### src/inc/event_status_pkg.sv
// constants for the standard event status register bank
package event_status_pkg;
  localparam int unsigned REG_W       = 8;
  localparam int unsigned BIT_OPC     = 0;
  localparam int unsigned BIT_UNUSED  = 1;
  localparam int unsigned BIT_QYE     = 2;
  localparam int unsigned BIT_DDE     = 3;
  localparam int unsigned BIT_EXE     = 4;
  localparam int unsigned BIT_CME     = 5;
  localparam int unsigned BIT_URQ     = 6;
  localparam int unsigned BIT_PON     = 7;
  localparam logic [7:0]  LATCH_RESET = 8'h00;
  localparam logic [7:0]  MASK_RESET  = 8'h00;
  localparam logic [7:0]  USED_BITS   = 8'hfd;
  localparam int unsigned DEC_DIGITS  = 3;
  localparam logic [7:0]  ASCII_ZERO  = 8'h30;
  localparam logic [7:0]  ASCII_LF    = 8'h0a;
endpackage : event_status_pkg

### src/hdl/standard_event_status_regs.sv
// standard event latch, enable mask and query reply path
`timescale 1ns/1ps
`default_nettype none
// Function
// - mask query loads decimal mask reply
// - latch query loads value, then clears
// - reply is decimal of set bits
// - opc bit set on operation complete
// - query error on read of empty queue
// - device error sets bit 3
// - execution error sets bit 4
// - command error cases set bit 5
// - local key sets bit 6
// - power cycle sets bit 7
// - summary bit from enabled set events
// - mask cleared by arst_n reset only, not by power_on_pulse
module standard_event_status_regs
  import event_status_pkg::*;
(
  input  wire logic       clk,
  input  wire logic       arst_n,
  input  wire logic       clk_en,
  input  wire logic       power_on_pulse,
  input  wire logic       opc_done,
  input  wire logic       dev_error,
  input  wire logic       exec_error,
  input  wire logic       syntax_error,
  input  wire logic       semantic_error,
  input  wire logic       get_in_message,
  input  wire logic       local_key,
  input  wire logic       clear_status,
  input  wire logic       mask_write,
  input  wire logic [7:0] mask_wdata,
  input  wire logic       mask_query,
  input  wire logic       latch_query,
  input  wire logic       talk_read,
  output logic      [7:0] talk_data,
  output logic            talk_valid,
  output logic      [7:0] latch_out,
  output logic      [7:0] mask_out,
  output logic            summary_bit
);
  typedef enum logic [4:0] {
    S_IDLE = 5'b00001,
    S_D1   = 5'b00010,
    S_D2   = 5'b00100,
    S_D3   = 5'b01000,
    S_END  = 5'b10000
  } reply_type;

  logic [7:0] latch_r;
  logic [7:0] latch_nxt;
  logic [7:0] mask_r;
  logic [7:0] mask_nxt;
  logic [7:0] reply_r;
  reply_type  state_r;
  reply_type  state_nxt;
  logic [7:0] dig_h;
  logic [7:0] dig_t;
  logic [7:0] dig_o;
  logic       key_s1_r;
  logic       key_s2_r;
  logic       key_s3_r;
  logic       key_last_r;
  logic       summary_r;
  logic       valid_r;
  logic [7:0] data_r;

  // three-stage sync, change taken when stages two and three agree
  wire key_press = key_s2_r & key_s3_r & ~key_last_r;
  wire queue_empty = (state_r == S_IDLE);
  wire query_any = mask_query | latch_query;
  wire [7:0] reply_src = latch_query ? latch_r : mask_r;
  // formatter sees the new reply while idle, the held one after
  wire [7:0] fmt_in = queue_empty ? reply_src : reply_r;

  wire [7:0] events_set;
  assign events_set[BIT_OPC] = opc_done;
  assign events_set[BIT_UNUSED] = 1'b0;
  assign events_set[BIT_QYE] = talk_read & queue_empty;
  assign events_set[BIT_DDE] = dev_error;
  assign events_set[BIT_EXE] = exec_error;
  assign events_set[BIT_CME] = syntax_error | semantic_error |
                               get_in_message;
  assign events_set[BIT_URQ] = key_press;
  assign events_set[BIT_PON] = power_on_pulse;

  // clear on an accepted latch query or on clear_status, new events win
  wire clr_latch = (latch_query & queue_empty) | clear_status;
  assign latch_nxt = ((clr_latch ? LATCH_RESET : latch_r) | events_set)
                     & USED_BITS;
  assign mask_nxt = mask_write ? (mask_wdata & USED_BITS) : mask_r;

  dec_formatter u_fmt (
    .value    (fmt_in),
    .hundreds (dig_h),
    .tens     (dig_t),
    .ones     (dig_o)
  );

  // reply state walks digits then line feed
  always_comb begin
    state_nxt = state_r;
    case (state_r)
      S_IDLE:  state_nxt = query_any ? S_D1 : S_IDLE;
      S_D1:    state_nxt = talk_read ? S_D2 : S_D1;
      S_D2:    state_nxt = talk_read ? S_D3 : S_D2;
      S_D3:    state_nxt = talk_read ? S_END : S_D3;
      S_END:   state_nxt = talk_read ? S_IDLE : S_END;
      default: state_nxt = S_IDLE;
    endcase
  end

  wire [7:0] data_sel = (state_nxt == S_D1) ? dig_h :
                        (state_nxt == S_D2) ? dig_t :
                        (state_nxt == S_D3) ? dig_o : ASCII_LF;

  always_ff @(posedge clk or negedge arst_n) begin
    if (!arst_n) begin
      key_s1_r   <= 1'b0;
      key_s2_r   <= 1'b0;
      key_s3_r   <= 1'b0;
      key_last_r <= 1'b0;
    end else if (clk_en) begin
      key_s1_r   <= local_key;
      key_s2_r   <= key_s1_r;
      key_s3_r   <= key_s2_r;
      if (key_s2_r == key_s3_r) begin
        key_last_r <= key_s3_r;
      end
    end
  end

  always_ff @(posedge clk or negedge arst_n) begin
    if (!arst_n) begin
      latch_r <= LATCH_RESET;
    end else if (clk_en) begin
      latch_r <= latch_nxt;
    end
  end

  // mask only changes on a mask write
  always_ff @(posedge clk or negedge arst_n) begin
    if (!arst_n) begin
      mask_r <= MASK_RESET;
    end else if (clk_en) begin
      mask_r <= mask_nxt;
    end
  end

  // reply loaded from mask or latch
  always_ff @(posedge clk or negedge arst_n) begin
    if (!arst_n) begin
      reply_r <= 8'h00;
      state_r <= S_IDLE;
      data_r  <= 8'h00;
      valid_r <= 1'b0;
    end else if (clk_en) begin
      state_r <= state_nxt;
      if (state_r == S_IDLE && query_any) begin
        reply_r <= reply_src;
        data_r  <= dig_h;
        valid_r <= 1'b1;
      end else if (state_r != S_IDLE && talk_read) begin
        data_r  <= data_sel;
        valid_r <= (state_nxt != S_IDLE);
      end
    end
  end

  always_ff @(posedge clk or negedge arst_n) begin
    if (!arst_n) begin
      summary_r <= 1'b0;
    end else if (clk_en) begin
      summary_r <= |(latch_nxt & mask_nxt);
    end
  end

  always_ff @(posedge clk or negedge arst_n) begin
    if (!arst_n) begin
      latch_out   <= LATCH_RESET;
      mask_out    <= MASK_RESET;
    end else if (clk_en) begin
      latch_out   <= latch_nxt;
      mask_out    <= mask_nxt;
    end
  end

  assign talk_data   = data_r;
  assign talk_valid  = valid_r;
  assign summary_bit = summary_r;
endmodule : standard_event_status_regs
`default_nettype wire

### src/hdl/dec_formatter.sv
// byte to three ascii decimal digits
`timescale 1ns/1ps
`default_nettype none
module dec_formatter
  import event_status_pkg::*;
(
  input  wire logic [7:0] value,
  output logic      [7:0] hundreds,
  output logic      [7:0] tens,
  output logic      [7:0] ones
);
  wire [7:0] h_w = value / 8'd100;
  wire [7:0] rem_w = value - 8'(h_w * 8'd100);
  wire [7:0] t_w = rem_w / 8'd10;
  wire [7:0] o_w = rem_w - 8'(t_w * 8'd10);
  assign hundreds = ASCII_ZERO + h_w;
  assign tens     = ASCII_ZERO + t_w;
  assign ones     = ASCII_ZERO + o_w;
endmodule : dec_formatter
`default_nettype wire

### config.mk
export PLATFORM = sky130hd
export DESIGN_NAME = standard_event_status_regs
export DESIGN_NICKNAME = d
export VERILOG_FILES = /design/src/inc/event_status_pkg.sv /design/src/hdl/standard_event_status_regs.sv /design/src/hdl/dec_formatter.sv
export SDC_FILE = /design/constraint.sdc
export NUM_CORES = 1
export LEC_CHECK = 0
export BUFFER_PORTS_ARGS = -buffer_cell sky130_fd_sc_hd__buf_2
export CAP_MARGIN = 10
export CORE_MARGIN = 1
export CORE_UTILIZATION = 55
export DETAILED_ROUTE_END_ITERATION = 7
export GPL_ROUTABILITY_DRIVEN = 0
export PLACE_DENSITY = 0.77
export SLEW_MARGIN = 20
export SYNTH_ARGS = -nofsm -noshare
export SYNTH_HDL_FRONTEND = slang
export SYNTH_HIERARCHICAL = 1
export SYNTH_SLANG_ARGS = --single-unit
### constraint.sdc
create_clock -name clk -period 13 [get_ports clk]
set_input_delay 0 -clock clk [delete_from_list [all_inputs] [get_ports clk]]
set_output_delay 0 -clock clk [all_outputs]
set_load 0.05 [all_outputs]
==> flow_summary.ini <==
[outcome]
status = finished, final reports clean

[worst_setup_path]
ff2ff_path_depth = 28
required_ns = 13.17
cp_max_fo = 15
crit_type = flip-flop to flip-flop
cp_common_cell = ha_1
critPathArrivalTime_ns = 8.22
cp_top_family = compound AO/OA/AOI/OAI gates
start_kind = flip-flop
worstSetupEndpointType = flip-flop
critPathSlowestCell = dfstp_2
cp_slowest_stage_delay_ns = 0.63
critPathBufInv = 5
cp.depth = 28

[sta]
setup_viol = 0
fin_skew_ns = 0.00469
fin_crit_ns = 8.05
hold_violations = 0
worst_slew_pin_slew_ns = 0.891
setup_tns_ns = 0
fmax_mhz = 124
fin_crit_sh_pct = 61.9
rsz0062_at_grt = false
drv_slew = 0
relSlewSlack_pct = 40.6
worst_slack_ns = 4.95

[synth]
muxShareOfSynthArea_pct = 7.82
syn-cell-area_sq_um = 3610
syn_inst = 399
synth_compound_area_share_pct = 24.7
synth-seq-cells = 40
synth_top_family_by_area = compound AO/OA/AOI/OAI gates
synth_edf_count = 0
yosysUniqueCellTypes = 77
synth_warnings = 6
synth_seq_area_share_pct = 27.7
synth-simple-area-share_pct = 16.0
yosys.area_share.xor_xnor_pct = 4.50
synth_flop_cell = dfrtp_1
yosys.area_share.adder_pct = 10.2
async_flop_share_pct = 100
syn_avg_cell_area_sq_um = 9.06

[clocking]
postCtsSetupRepairBufs = 0
cts_sinks = 40
clockRootBuffer = clkbuf_8
clk_pin_slew_ns = 0.07
numCtsBuffers = 5
cts_resized = 0
cts_tree = built
h-tree-depth = 2
worstSkewPairLatency_ns = 0.29
clockBufferDepth = 2

[floorplanning]
die_area_sq_um = 6900
io_pins = 50
start_util_pct = 56.9
std_cell_rows = 29
coreArea_sq_um = 6350
die_y_microns = 83.1
die_w_microns = 83.1

[worst_hold_path]
holdPathStages = 3
min_path_type = input pin to flip-flop

[placed_design]
hpwlAfterDp_microns = 6090
post-place-ws_ns = 5.02
io_buffers = 46
dpl_cell_area_sq_um = 3780

[final_layout]
area_growth_pct = 10.5
fin_area_sq_um = 3990
fin_nets = 492
n_antenna_cell = 0
fillers = 525
seq_area_sq_um = 1000
layout-drive-gt1-share_pct = 22.2
multi_input_area_sq_um = 2340

[grt]
grt_pass1_vias = 3050
antenna_found_initial = 0
grt_start_max_net_pins = 41
grt_pass1_wl_microns = 14300
track_usage_pct = 25.1
grt_overflow = 0

[drt]
num_vias = 3199
drt-total-wl_microns = 8250
first_pass_iters = 8
route.detailed.wl_per_inst_microns = 15.9
vias_per_cell = 6.16
drc = 0
ant_nets = 0
drt_iter0_drc = 197

[job]
maxCapViolCount = 0
[synthesized netlist by cell type, types with 6 or more instances]
cell type	instances	area [sq um]
a21o_1	6	45.0
a21oi_1	24	120
a222oi_1	7	70.1
a22o_1	7	61.3
buf_2	11	55.1
buf_4	13	97.6
clkbuf_1	9	33.8
dfrtp_1	39	976
ha_1	24	300
inv_1	26	97.6
mux2_2	18	203
mux2i_1	8	80.1
nand2_1	27	101
nand3_1	6	30.0
nor2_1	20	75.1
nor2b_1	6	37.5
nor3_1	11	55.1
o21ai_0	24	120
o31ai_1	7	52.6
xnor2_1	6	52.6
[through the flow]
step / hold slack [ns] / utilization (%) / std cells
after global placement: 0.161 / 59.5 / 498
final: 0.0496 / 62.9 / 519
after CTS: 0.0507 / 62.9 / 519
after detailed placement: 0.173 / 59.5 / 498
after floorplan: -0.296 / - / 409
after global routing: 0.0673 / 62.9 / 519
[flip-flops by register name, summed over array words and instances, names as in the netlist]
register,cells
key_last_r,1
key_s1_r,1
key_s2_r,1
key_s3_r,1
latch_out,7
mask_out,7
reply_r,7
state_r,5
summary_bit,1
talk_data,8
talk_valid,1
[worst min-delay path: stages]
cell and delay [ns]:
buf_2 0.07, or3_1 0.11, a22o_1 0.13
[area by class of cell]
class,count,area share (%)
repair buffers,61,9.40
multi-input cells,306,58.5
inverters,27,2.54
flip-flops and latches,40,25.1
well taps,77,2.41
clock buffers,7,1.91
clock inverters,1,0.125
[layer usage]
layer	share of wire, %	GRT usage [%]	vias up
li1	-	-	1534
met2	49	42.7	112
met3	4.7	3.58	24
met1	44	32.7	1529
met5	0	0	-
met4	2.2	8.46	0
[logic make-up after synthesis]
family / count (synthesis)
compound gates: 122
xor+xnor: 14
fa+ha+maj: 28
buf+inv: 63
flops: 40
mux: 26
other cells: 3
simple gates: 103
[layout by cell type, fill, tap and decap left out, types with 13 or more instances in the layout]
cell,synthesis,final
buf_2,11,46
dfrtp_1,39,39
nand2_1,27,27
inv_1,26,26
o21ai_0,24,24
a21oi_1,24,24
ha_1,24,24
nor2_1,20,20
mux2_2,18,18
conb_1,3,13
dlygate4sd3_1,0,13
[what timing repair did]
action / CTS / global route
hold buffers: 13 / 0
hold endpoints to repair: 51 / 0
endpoints found under the setup margin: 0 / 0
[final timing paths]
| kind | from | slack [ns] | end |
|---|---|---|---|
| worst min register to register | key_s1_r$_DFFE_PN0P_ | 0.51 | key_s1_r$_DFFE_PN0P_ |
| worst max-delay path | state_r[0]$_DFFE_PN1P_ | 4.95 | talk_data[7]$_DFFE_PN0P_ |
| max in group asynchronous | arst_n | 12.07 | talk_data[7]$_DFFE_PN0P_ |
| worst max register to register | state_r[0]$_DFFE_PN1P_ | 4.95 | talk_data[7]$_DFFE_PN0P_ |
| min in group asynchronous | arst_n | 0.37 | mask_out[5]$_DFFE_PN0P_ |
| worst min-delay path | get_in_message | 0.05 | latch_out[5]$_DFFE_PN0P_ |
Power is left out: the tool's default activity adds up to more than one toggle a clock period on the data nets, which glitch-free logic cannot reach.
